--- config.mk ---
export PLATFORM = sky130hd
export DESIGN_NAME = aprs_device_flat
export DESIGN_NICKNAME = d
export VERILOG_FILES = /design/src/design/aprs_pkg.sv /design/src/design/aprs_if.sv /design/src/design/aprs_device.sv /design/src/flat_wrapper.sv
export SDC_FILE = /design/constraint.sdc
export NUM_CORES = 1
export LEC_CHECK = 0
export CAP_MARGIN = 5
export CELL_PAD_IN_SITES_DETAIL_PLACEMENT = 2
export CELL_PAD_IN_SITES_GLOBAL_PLACEMENT = 2
export CORE_AREA = 10 10 134 136
export DETAILED_ROUTE_END_ITERATION = 6
export DIE_AREA = 0 0 144 146
export DONT_BUFFER_PORTS = 1
export PLACE_DENSITY = 0.79
export SYNTH_ARGS = -nofsm -noshare
export SYNTH_HDL_FRONTEND = slang
export SYNTH_SLANG_ARGS = --single-unit
export TNS_END_PERCENT = 50
--- constraint.sdc ---
create_clock -name clk -period 2 [get_ports clk]
set_clock_uncertainty 0.15 [all_clocks]
set_input_delay 0 -clock clk [delete_from_list [all_inputs] [get_ports clk]]
set_output_delay 0 -clock clk [all_outputs]
set_load 0.01 [all_outputs]
--- src/design/aprs_pkg.sv ---
// Purpose: Shared constants for the acyclic parameter record server and its controller end
// Assumes: Byte-wide record transfer over the carrier interface, one byte per valid cycle
// Notes:   Field positions are byte offsets within the request and response records
package aprs_pkg;
    // ========================================================================
    // Record addressing
    localparam logic [15:0] REC_INDEX        = 16'h002F;   // parameter_record_set index
    localparam logic [7:0]  REQ_KIND_VENDOR  = 8'h40;      // request_kind_byte, vendor service
    localparam logic [7:0]  RSP_KIND_POS     = 8'h40;
    localparam logic [7:0]  RSP_KIND_NEG     = 8'hC0;
    localparam logic [7:0]  AXIS_SELF        = 8'h00;
    localparam logic [7:0]  ELEM_DIRECT      = 8'h00;
    localparam logic [3:0]  SVC_READ         = 4'h1;       // Upper nibble of attribute byte
    localparam logic [7:0]  FMT_DWORD        = 8'h43;
    localparam logic [7:0]  FMT_ERROR        = 8'h44;
    localparam logic [7:0]  RD_MAX_LEN       = 8'hF0;      // Controller response buffer size
    localparam logic [7:0]  REQ_LEN          = 8'h0A;
    localparam logic [7:0]  RSP_LEN_POS      = 8'h0A;
    localparam logic [7:0]  RSP_LEN_NEG      = 8'h08;
    // ========================================================================
    // Request byte positions
    localparam logic [3:0]  B_REF     = 4'h0;
    localparam logic [3:0]  B_KIND    = 4'h1;
    localparam logic [3:0]  B_AXIS    = 4'h2;
    localparam logic [3:0]  B_NPAR    = 4'h3;
    localparam logic [3:0]  B_ATTR    = 4'h4;
    localparam logic [3:0]  B_NELEM   = 4'h5;
    localparam logic [3:0]  B_PNUM_H  = 4'h6;
    localparam logic [3:0]  B_PNUM_L  = 4'h7;
    // ========================================================================
    // Error values for negative responses
    localparam logic [15:0] ERR_BAD_KIND  = 16'h0001;
    localparam logic [15:0] ERR_BAD_SVC   = 16'h0002;
    localparam logic [15:0] ERR_BAD_ELEM  = 16'h0003;
    localparam logic [15:0] ERR_ACCESS    = 16'h0004;
    // ========================================================================
    // Timing: internal processing latency of the own-parameter store
    localparam int          PROC_CYCLES   = 4;
endpackage

--- src/design/aprs_if.sv ---
// Purpose: Carrier for record write/read traffic between controller and device
// Assumes: One clock; byte streams ended by last, valid/ready handshake
// Notes:   Drive path is a separate user port of the device, not part of this carrier
`timescale 1ns/1ps
`default_nettype none
interface aprs_if;
    // Record request header from controller
    logic        req_valid;   // Header valid
    logic        req_ready;   // Header accepted
    logic        req_write;   // 1 = write record, 0 = read record
    logic [15:0] req_index;   // Record index
    logic [7:0]  req_slot;    // Slot number, not evaluated
    logic [7:0]  req_len;     // Write length or read buffer size
    // Write data stream controller -> device
    logic        wr_valid;
    logic        wr_ready;
    logic [7:0]  wr_data;
    logic        wr_last;
    // Read data stream device -> controller
    logic        rd_valid;
    logic        rd_ready;
    logic [7:0]  rd_data;
    logic        rd_last;
    logic        rd_error;    // Request refused (wrong index, no pending response)
    modport ctrl (output req_valid, req_write, req_index, req_slot, req_len,
                  output wr_valid, wr_data, wr_last, rd_ready,
                  input  req_ready, wr_ready, rd_valid, rd_data, rd_last, rd_error);
    modport dev  (input  req_valid, req_write, req_index, req_slot, req_len,
                  input  wr_valid, wr_data, wr_last, rd_ready,
                  output req_ready, wr_ready, rd_valid, rd_data, rd_last, rd_error);
endinterface
`default_nettype wire

--- src/design/aprs_device.sv ---
// Purpose: Device end: decodes parameter record requests and serves responses
// Assumes: Controller writes a request before reading (rule 14); own store is a small array
// Notes:   Drive accesses (axis != 0) go out on a simple request/answer user port
// Overview of operation
// - Stall read response until processing finishes
// - Axis byte selects target drive
// - Axis zero targets own parameters
// - Request kind 0x40 selects vendor service
// - Attribute upper nibble is service code
// - Requests and reads use record index 47
// - Slot number is ignored
// - Reference byte mirrored into response byte 0
// - Axis mirrored into response byte 2
// - Element count zero means direct value
// - Positive read carries format 0x43, count
// - Value sent high word then low word
// - Controller read states buffer size 240
// - Controller writes request, then reads response
// - Failure answers 0xC0, format 0x44, error
`timescale 1ns/1ps
`default_nettype none
module aprs_device #(
    parameter int PNUM_W = 4                 // Own parameter store address bits
) (
    input  wire logic        clk,
    input  wire logic        rst_n,
    aprs_if.dev              bus,
    output logic             drv_req,        // Pulse: access for a downstream drive
    output logic [7:0]       drv_axis,
    output logic [3:0]       drv_svc,
    output logic [15:0]      drv_pnum,
    input  wire logic        drv_done,       // Pulse: drive answer ready
    input  wire logic        drv_err,
    input  wire logic [31:0] drv_value
);
    typedef enum logic [2:0] {
        ST_IDLE = 3'b000, ST_WDATA = 3'b001, ST_PROC = 3'b010,
        ST_DRV  = 3'b011, ST_READY = 3'b100, ST_SEND = 3'b101
    } aprs_state_e;

    // Own parameter store, read-only constant values, not touched by reset
    logic [31:0] own_mem [0:(1<<PNUM_W)-1];
    logic [7:0]  req_reg [0:9];
    logic [7:0]  req_next [0:9];
    aprs_state_e st_reg, st_next;
    logic [3:0]  cnt_reg, cnt_next;
    logic [2:0]  pc_reg, pc_next;
    logic        neg_reg, neg_next;
    logic [15:0] err_reg, err_next;
    logic [31:0] val_reg, val_next;
    logic        hdr_ok;

    // Response byte at position p
    function automatic logic [7:0] rsp_byte(input logic [3:0] p, input logic neg,
                                           input logic [7:0] r0, input logic [7:0] r2,
                                           input logic [31:0] v, input logic [15:0] e);
        case (p)
            4'h0:    rsp_byte = r0;
            4'h1:    rsp_byte = neg ? aprs_pkg::RSP_KIND_NEG
                                    : aprs_pkg::RSP_KIND_POS;
            4'h2:    rsp_byte = r2;
            4'h3:    rsp_byte = 8'h01;
            4'h4:    rsp_byte = neg ? aprs_pkg::FMT_ERROR
                                    : aprs_pkg::FMT_DWORD;
            4'h5:    rsp_byte = 8'h01;
            4'h6:    rsp_byte = neg ? e[15:8] : v[31:24];
            4'h7:    rsp_byte = neg ? e[7:0]  : v[23:16];
            4'h8:    rsp_byte = v[15:8];
            4'h9:    rsp_byte = v[7:0];
            default: rsp_byte = 8'h00;
        endcase
    endfunction

    // Own store contents: firmware-like pattern, constant
    genvar gi;
    generate
        for (gi = 0; gi < (1<<PNUM_W); gi++) begin : g_own
            assign own_mem[gi] = {16'h0000, 16'(gi)};
        end
    endgenerate

    // Index check only; slot number deliberately unused
    assign hdr_ok = (bus.req_index == aprs_pkg::REC_INDEX);

    // Handshake outputs
    always_comb begin
        bus.req_ready = 1'b0;
        bus.rd_error  = 1'b0;
        if (bus.req_valid) begin
            if (bus.req_write) begin
                bus.req_ready = (st_reg == ST_IDLE);
                bus.rd_error  = (st_reg == ST_IDLE) && !hdr_ok;
            end else begin
                // Read held off while processing is running
                bus.req_ready = (st_reg != ST_WDATA) && (st_reg != ST_PROC)
                             && (st_reg != ST_DRV) && (st_reg != ST_SEND);
                bus.rd_error  = bus.req_ready && (!hdr_ok || st_reg != ST_READY);
            end
        end
    end
    assign bus.wr_ready = (st_reg == ST_WDATA);
    assign bus.rd_valid = (st_reg == ST_SEND);
    assign bus.rd_data  = rsp_byte(cnt_reg, neg_reg, req_reg[0], req_reg[2], val_reg, err_reg);
    assign bus.rd_last  = (st_reg == ST_SEND) &&
                          (cnt_reg == (neg_reg ? 4'h7 : 4'h9));
    assign drv_req  = (st_reg == ST_PROC) && (pc_reg == 3'h0) && (req_reg[2] != aprs_pkg::AXIS_SELF)
                      && !neg_reg;
    assign drv_axis = req_reg[aprs_pkg::B_AXIS];
    assign drv_svc  = req_reg[aprs_pkg::B_ATTR][7:4];
    assign drv_pnum = {req_reg[aprs_pkg::B_PNUM_H], req_reg[aprs_pkg::B_PNUM_L]};

    // Sequencer next state
    always_comb begin
        st_next  = st_reg;
        cnt_next = cnt_reg;
        pc_next  = pc_reg;
        neg_next = neg_reg;
        err_next = err_reg;
        val_next = val_reg;
        for (int i = 0; i < 10; i++) begin
            req_next[i] = req_reg[i];
        end
        case (st_reg)
            ST_IDLE, ST_READY: begin
                if (bus.req_valid && bus.req_ready && !bus.rd_error) begin
                    if (bus.req_write) begin
                        st_next  = ST_WDATA;
                        cnt_next = 4'h0;
                    end else begin
                        st_next  = ST_SEND;
                        cnt_next = 4'h0;
                    end
                end
            end
            ST_WDATA: begin
                if (bus.wr_valid) begin
                    if (cnt_reg < 4'hA) begin
                        req_next[cnt_reg] = bus.wr_data;
                    end
                    cnt_next = cnt_reg + 4'h1;
                    if (bus.wr_last) begin
                        st_next = ST_PROC;
                        pc_next = 3'h0;
                        neg_next = 1'b0;
                        err_next = 16'h0000;
                    end
                end
            end
            ST_PROC: begin
                // Decode on the first processing cycle
                if (pc_reg == 3'h0) begin
                    if (req_reg[aprs_pkg::B_KIND] != aprs_pkg::REQ_KIND_VENDOR) begin
                        neg_next = 1'b1;
                        err_next = aprs_pkg::ERR_BAD_KIND;
                        st_next  = ST_READY;
                    end else if (req_reg[aprs_pkg::B_ATTR][7:4] != aprs_pkg::SVC_READ) begin
                        neg_next = 1'b1;
                        err_next = aprs_pkg::ERR_BAD_SVC;
                        st_next  = ST_READY;
                    end else if (req_reg[aprs_pkg::B_NELEM] != aprs_pkg::ELEM_DIRECT) begin
                        neg_next = 1'b1;
                        err_next = aprs_pkg::ERR_BAD_ELEM;
                        st_next  = ST_READY;
                    end else if (req_reg[aprs_pkg::B_AXIS] != aprs_pkg::AXIS_SELF) begin
                        st_next = ST_DRV;
                    end
                end
                // Own parameter access after fixed latency
                if (pc_reg == 3'(aprs_pkg::PROC_CYCLES - 1)) begin
                    val_next = own_mem[req_reg[aprs_pkg::B_PNUM_L][PNUM_W-1:0]];
                    if (req_reg[aprs_pkg::B_PNUM_H] != 8'h00 ||
                        req_reg[aprs_pkg::B_PNUM_L][7:PNUM_W] != '0) begin
                        neg_next = 1'b1;
                        err_next = aprs_pkg::ERR_ACCESS;
                    end
                    st_next = ST_READY;
                end
                pc_next = pc_reg + 3'h1;
            end
            ST_DRV: begin
                if (drv_done) begin
                    val_next = drv_value;
                    neg_next = drv_err;
                    err_next = drv_err ? aprs_pkg::ERR_ACCESS : 16'h0000;
                    st_next  = ST_READY;
                end
            end
            ST_SEND: begin
                if (bus.rd_ready) begin
                    cnt_next = cnt_reg + 4'h1;
                    if (bus.rd_last) begin
                        st_next = ST_IDLE;
                    end
                end
            end
            default: st_next = ST_IDLE;
        endcase
    end

    // Sequencer registers
    always_ff @(posedge clk) begin
        if (!rst_n) begin
            st_reg  <= ST_IDLE;
            cnt_reg <= 4'h0;
            pc_reg  <= 3'h0;
            neg_reg <= 1'b0;
            err_reg <= 16'h0000;
            val_reg <= 32'h0000_0000;
            for (int i = 0; i < 10; i++) begin
                req_reg[i] <= 8'h00;
            end
        end else begin
            st_reg  <= st_next;
            cnt_reg <= cnt_next;
            pc_reg  <= pc_next;
            neg_reg <= neg_next;
            err_reg <= err_next;
            val_reg <= val_next;
            for (int i = 0; i < 10; i++) begin
                req_reg[i] <= req_next[i];
            end
        end
    end
endmodule
`default_nettype wire

--- src/flat_wrapper.sv ---
// flat-port wrapper written by rule: the top's interface ports become plain ports
module aprs_device_flat 
#(
    parameter int PNUM_W = 4                                                    
)
  (clk, rst_n, drv_req, drv_axis, drv_svc, drv_pnum, drv_done, drv_err, drv_value, bus_req_valid, bus_req_write, bus_req_index, bus_req_slot, bus_req_len, bus_wr_valid, bus_wr_data, bus_wr_last, bus_rd_ready, bus_req_ready, bus_wr_ready, bus_rd_valid, bus_rd_data, bus_rd_last, bus_rd_error);
  aprs_if bus_i ();
  input  wire logic clk;
  input  wire logic rst_n;
  output logic drv_req;
  output logic [7:0] drv_axis;
  output logic [3:0] drv_svc;
  output logic [15:0] drv_pnum;
  input  wire logic drv_done;
  input  wire logic drv_err;
  input  wire logic [31:0] drv_value;
  input wire logic [$bits(bus_i.req_valid)-1:0] bus_req_valid;
  input wire logic [$bits(bus_i.req_write)-1:0] bus_req_write;
  input wire logic [$bits(bus_i.req_index)-1:0] bus_req_index;
  input wire logic [$bits(bus_i.req_slot)-1:0] bus_req_slot;
  input wire logic [$bits(bus_i.req_len)-1:0] bus_req_len;
  input wire logic [$bits(bus_i.wr_valid)-1:0] bus_wr_valid;
  input wire logic [$bits(bus_i.wr_data)-1:0] bus_wr_data;
  input wire logic [$bits(bus_i.wr_last)-1:0] bus_wr_last;
  input wire logic [$bits(bus_i.rd_ready)-1:0] bus_rd_ready;
  output wire logic [$bits(bus_i.req_ready)-1:0] bus_req_ready;
  output wire logic [$bits(bus_i.wr_ready)-1:0] bus_wr_ready;
  output wire logic [$bits(bus_i.rd_valid)-1:0] bus_rd_valid;
  output wire logic [$bits(bus_i.rd_data)-1:0] bus_rd_data;
  output wire logic [$bits(bus_i.rd_last)-1:0] bus_rd_last;
  output wire logic [$bits(bus_i.rd_error)-1:0] bus_rd_error;
  assign bus_i.req_valid = bus_req_valid;
  assign bus_i.req_write = bus_req_write;
  assign bus_i.req_index = bus_req_index;
  assign bus_i.req_slot = bus_req_slot;
  assign bus_i.req_len = bus_req_len;
  assign bus_i.wr_valid = bus_wr_valid;
  assign bus_i.wr_data = bus_wr_data;
  assign bus_i.wr_last = bus_wr_last;
  assign bus_i.rd_ready = bus_rd_ready;
  assign bus_req_ready = bus_i.req_ready;
  assign bus_wr_ready = bus_i.wr_ready;
  assign bus_rd_valid = bus_i.rd_valid;
  assign bus_rd_data = bus_i.rd_data;
  assign bus_rd_last = bus_i.rd_last;
  assign bus_rd_error = bus_i.rd_error;
  aprs_device #(.PNUM_W(PNUM_W)) u_core (.clk(clk), .rst_n(rst_n), .bus(bus_i), .drv_req(drv_req), .drv_axis(drv_axis), .drv_svc(drv_svc), .drv_pnum(drv_pnum), .drv_done(drv_done), .drv_err(drv_err), .drv_value(drv_value));
endmodule
==> flow_summary.yaml, run 1 <==
setup_path:
  cp_common_cell: "o21ai_0"
  cp_cell_sequence: "inv_1, ha_4, buf_4, nor2b_1, o21ai_0, o21ai_0, a221oi_2, nand2_2"
  path_max_fanout: 5
  crit_required_ns: 1.85
  critical-path-slowest-cell: "dfxtp_2"
  crit_arrival_ns: 2.26
  cpPeakStageDelay_ns: 0.35
  cp-end-kind: "output pin"
  critPathKind: "register to output pin"
  cp-start-kind: "register"
  ff2ff_setup_slack_ns: -0.15
synthesis:
  synth_top_cell_by_area: "dfxtp_1"
  syn-num-nets: 744
  syn_area_um2: 5594
  synth-main-ff-cell: "dfxtp_1"
  syn_avg_cell_area_um2: 8.528
  synth.distinct_cells: 67
  seq_area_frac_synth: 0.3972
  synth_top_area_share: 0.3972
  synthCells: 656
  ys_ff_latch: 111
  ys_warn_count: 0
  synth-async-reset-ratio: 0
  synthTopCellsByArea: "dfxtp_1 40%, mux2i_1 8.2%, a21oi_1 6.4%"
  synth-edff-count: 0
layout:
  largest_reg_flops: 52
  area_delta_synth_final_pct: 31.72
  multi_input_area_um2: 3304
  num-nets-final: 815
  drive_above_1_share: 0.2883
  antenna_cells: 0
  fill_cells: 1599
  final_area_um2: 7368
  final-seq-area_um2: 2237
sta:
  layout_min_cycle_time_ns: 2.409
  post-route-period-util: 1.205
  final-setup-viol-count: 24
  tns_ns: -1.911
  fin_ws_ns: -0.4092
  hold_ws_ns: -0.03532
  rsz0062_at_grt: "true"
  fmax_ghz: 0.4151
  drv_slew: 0
  relSlewSlack: 0.6388
  tightestPinTransition_ns: 0.5418
  hold_viol_final: 1
power_and_ir_drop:
  power.density_nw_per_um2: 576.2
  p_leak_nw: 2.712
  vdd_drop_max_mv: 0.5751
route:
  vias: 5787
  vias_per_cell: 6.263
  dr.pass1.iters: 5
  drt-initial-drc-count: 523
  avgRoutedWirePerCell_um: 31.73
  postRouteAntennaNets: 0
  drc: 0
  drt-total-wl_um: 29320
cts:
  htreeDepth: 3
  clock_latency_ns: 0.38
  clkTransAtPathRegs_ns: 0.08
  cts_sinks: 111
  cts_tree: "done"
  root_buffer: "clkbuf_16"
  cts_buffers: 9
  cts_buffer_depth: 2
die:
  die_x_um: 144
  rows: 46
  dieArea_um2: 21020
  die_h_um: 146
  start_util: 0.3613
  core_area_um2: 15480
  ioPinCount: 123
placement:
  portBuffers: 0
  place_area_um2: 5988
  hpwlAfterDp_um: 15700
  place_congestion: 0.8826
grt:
  grt_usage: 0.2368
  grt_max_degree: 44
  antenna_found_initial: 0
  first_global_vias: 6130
  grt_pass1_wl_um: 38500
  overflow: 0
run_status:
  status: "complete, but fails checks"
  violations: "negative hold slack, negative setup slack"
run:
  cap_viol_max_count: 0
hold_path:
  hold_class: "primary input to register"
layout make-up:
| type | count | area share |
|---|---|---|
| Clock buffer | 13 | 0.03532 |
| Clock inverter | 3 | 0.002377 |
| Inverter | 14 | 0.007302 |
| Multi-Input combinational cell | 456 | 0.4485 |
| Sequential cell | 111 | 0.3036 |
| Tap cell | 192 | 0.03260 |
| Timing Repair Buffer | 135 | 0.1703 |
layer usage:
layer / share of wire / wire (um) / up-vias / GRT usage
met3: 0.060 / 1763 / 78 / 0.05777
met1: 0.40 / 11590 / 2995 / 0.2682
li1: - / - / 2442 / -
met4: 0.035 / 1026 / 0 / 0.08121
met2: 0.51 / 14930 / 272 / 0.4182
met5: 0 / 0 / - / 0
per-stage QoR:
stage	util	std cells	setup WS, ns	total power, mW
2_1_floorplan	-	656	0.1503	2.307
5_1_grt	0.4759	924	-0.5008	4.350
3_5_place_dp	0.3868	843	-0.09137	2.331
3_3_place_gp	0.3868	843	-0.004632	2.326
4_1_cts	0.4503	915	-0.2282	4.150
6_report	0.4759	924	-0.4092	4.246
where the power goes:
| part | internal, mW | switching [mW] |
|---|---|---|
| Sequential | 2.21 | 0.00000215 |
| Clock | 0.915 | 0.937 |
| Combinational | 0.0848 | 0.103 |
| Total | 3.21 | 1.04 |
cell usage after synthesis (10+ instances only):
cell type and instances:
nor3b_2 10, nand2_1 78, nor2_1 60, clkbuf_1 21
nand3_1 55, a21oi_1 72, mux2i_1 46, buf_4 36
dfxtp_1 111, buf_2 11, inv_1 13, o21ai_0 10
logic make-up after synthesis:
kind of cell    synth area share
fa+ha+maj                0.01566
buf+inv                  0.09170
compound gates            0.1508
mux                      0.08432
xor+xnor                0.001566
simple gates              0.2588
flops                     0.3972
worst max-delay path, delay by kind of cell (launching register included):
family,cells,cell delay [ns]
AO/OA/AOI/OAI,3,0.76
flip-flops,1,0.35
AND/OR/NAND/NOR,2,0.28
buffers and inverters,2,0.27
adder cells (fa/ha/maj),1,0.22
placed cells by master, fill, tap and decap left out, types with 5 or more instances in the layout:
cell type,instances
dfxtp_1,101
nand2_1,75
buf_4,74
a21oi_1,66
nor2_1,54
dlygate4sd3_1,50
nand3_1,48
mux2i_1,43
inv_1,11
nor3b_2,10
clkbuf_16,10
dfxtp_2,9
nand3_2,7
o21ai_0,7
buf_12,7
a22oi_2,6
a21oi_2,5
nor4_2,5
final timing paths:
check	startpoint	cells after the start	endpoint
min	bus_req_write	4	u_core.st_reg[0]$_SDFFE_PN0P_
max	u_core.cnt_reg[0]$_SDFFE_PN0P_	8	bus_rd_data[0]
max reg2reg	u_core.req_reg[0][12]$_SDFFE_PN0P_	6	u_core.st_reg[2]$_SDFFE_PN0P_
min reg2reg	u_core.val_reg[23]$_SDFFE_PN0P_	2	u_core.val_reg[23]$_SDFFE_PN0P_
timing repair:
action	CTS	global route
hold buffers	50	0
setup buffers	6	8
pin swaps	11	21
gates resized for setup	44	70
endpoints found under the setup margin	64	103
gates cloned	0	1
hold endpoints to repair	98	0
Note: power is estimated with default switching activity, not from simulation.
==> inputs of run 2 (changes only) <==
--- a/config.mk
+++ b/config.mk
@@ -12,6 +12,7 @@
 export DETAILED_ROUTE_END_ITERATION = 6
 export DIE_AREA = 0 0 144 146
 export DONT_BUFFER_PORTS = 1
+export HOLD_SLACK_MARGIN = 0.03
 export PLACE_DENSITY = 0.79
 export SYNTH_ARGS = -nofsm -noshare
 export SYNTH_HDL_FRONTEND = slang
==> run 2 against run 1 <==
Net effect:
- the run ends with negative setup slack left
- sequential power about the same
- sequential share of layout area fell by 0.067 points
- fmax rose by 4.1%
- combinational power hardly changed
- largest power group unchanged
==> flow_summary.yaml, run 2 (synthesized netlist as in run 1, its figures left out) <==
setup_path:
  cp-start-kind: "register"
  startpoint: "u_core.cnt_reg[0]$_SDFFE_PN0P_"
  crit_required_ns: 1.85
  path_max_fanout: 5
  crit_arrival_ns: 2.16
  worstReg2RegEnd: "u_core.st_reg[1]$_SDFFE_PN0P_"
  ff2ff_setup_slack_ns: -0.12
  r2r-start: "u_core.req_reg[0][45]$_SDFFE_PN0P_"
  critPathKind: "register to output pin"
  r2r_cells: 6
  cp-end-kind: "output pin"
route:
  dr.pass1.iters: 5
  drt-total-wl_um: 29200
  drt-initial-drc-count: 423
  vias_per_cell: 6.202
  avgRoutedWirePerCell_um: 31.57
  postRouteAntennaNets: 0
  drc: 0
  vias: 5737
hold_path:
  hold_path_depth: 2
  hp-start: "bus_req_write"
  hold_class: "primary input to output pin"
  min_to: "bus_req_ready"
grt:
  grt_pass1_wl_um: 38560
  grt_max_degree: 44
  first_global_vias: 6132
  grt_usage: 0.2376
  antenna_found_initial: 0
  overflow: 0
layout:
  fill_cells: 1620
  layout_common_cells: "101 x dfxtp_1, 75 x nand2_1, 72 x buf_4"
  largest_reg_flops: 52
  area_delta_synth_final_pct: 32.01
  num-nets-final: 816
  drive_above_1_share: 0.2851
  final_common_cell: "dfxtp_1"
  layout.cells.non_filler: 925
  final_util: 0.4770
  multi_input_area_um2: 3304
  antenna_cells: 0
  final-seq-area_um2: 2237
run_status:
  violations: "negative setup slack"
  status: "complete, but fails checks"
cts:
  cts_sinks: 111
  cts_buffer_depth: 2
  cts_buffers: 9
  clock_latency_ns: 0.37
  clkTransAtPathRegs_ns: 0.07
  cts_tree: "done"
  root_buffer: "clkbuf_16"
  htreeDepth: 3
die:
  rows: 46
  core_area_um2: 15480
  die_x_um: 144
  start_util: 0.3613
  die_h_um: 146
  ioPinCount: 123
  dieArea_um2: 21020
sta:
  final-setup-viol-count: 17
  fin_ws_ns: -0.3136
  fmax_ghz: 0.4322
  tns_ns: -1.394
  post-route-period-util: 1.157
  hold_viol_final: 0
  relSlewSlack: 0.5732
  tightestPinTransition_ns: 0.6402
  rsz0062_at_grt: "true"
  hold_ws_ns: 0.03365
  drv_slew: 0
  layout_min_cycle_time_ns: 2.314
placement:
  place_inst: 843
  portBuffers: 0
  hpwlAfterDp_um: 15700
  place_congestion: 0.8826
power_and_ir_drop:
  intPower_mw: 3.208
  total_power_mw: 4.243
  vdd_drop_max_mv: 0.7477
  sw_frac_of_total: 0.2440
  clkPwrFrac: 0.435
  power.density_nw_per_um2: 574.6
  p_sw_mw: 1.035
  seqPwrFrac: 0.520
  p_comb_frac: 0.045
  p_leak_nw: 2.726
run:
  cap_viol_max_count: 0
-- run 2: changes by cell type in the layout (fill, tap and decap cells not counted), sizes merged --
cell and change:
buf -1, dlygate4sd3 +2
-- run 2: final cells by class --
type	instances	share of cell area
multi-input combinational	456	0.4475
inverter	14	0.007286
clock buffer	13	0.03524
tap	192	0.03253
timing repair buffer	136	0.1721
sequential	111	0.3029
clock inverter	3	0.002372
-- run 2: power groups by stage --
stage                     combinational (mW)  sequential (mW)  clock, mW
final                                  0.191             2.21       1.85
after global routing                   0.200             2.21       1.95
after CTS                              0.178             2.21       1.77
after detailed placement              0.0712             2.26          0
after global placement                0.0665             2.26          0
after floorplan                       0.0473             2.26          0
-- run 2: timing repair --
item	CTS	global route
resized for setup	44	70
hold buffers	52	0
buffers inserted	6	7
setup endpoints to repair	64	103
hold endpoints to repair	98	0
gates cloned	0	1
pin swaps	11	19
-- run 2: through the flow --
stage | area [um^2] | setup WS (ns)
final | 7385 | -0.3136
after global routing | 7385 | -0.4662
after CTS | 6992 | -0.2282
after detailed placement | 5988 | -0.09137
after global placement | 5988 | -0.004632
after floorplan | 5594 | 0.1503
-- run 2: per-layer routing --
layer / global-route usage / vias to the layer above / share of wire
li1: - / 2446 / -
met1: 0.2697 / 2947 / 0.39
met2: 0.4233 / 263 / 0.50
met3: 0.05777 / 81 / 0.071
met4: 0.07201 / 0 / 0.041
met5: 0 / - / 0
-- run 2: how the worst max path moves through the flow --
stage,endpoint,slack [ns],cells after the start
floorplan,u_core.st_reg[1]$_SDFFE_PN0P_,0.15,7
global placement,u_core.err_reg[4]$_SDFFE_PN0P_,-0.005,8
detailed placement,u_core.err_reg[3]$_SDFFE_PN0P_,-0.09,8
finish,bus_rd_data[0],-0.31,8
CTS,bus_rd_data[7],-0.23,6
global route,bus_rd_data[0],-0.47,8
-- run 2: worst max-delay path, stage by stage, from the launching register on --
cell and delay (ns):
dfxtp_2 0.36, inv_1 0.13, ha_4 0.22, buf_4 0.15
nor2b_1 0.13, o21ai_0 0.21, o21ai_0 0.16, a221oi_2 0.30
nand2_2 0.14
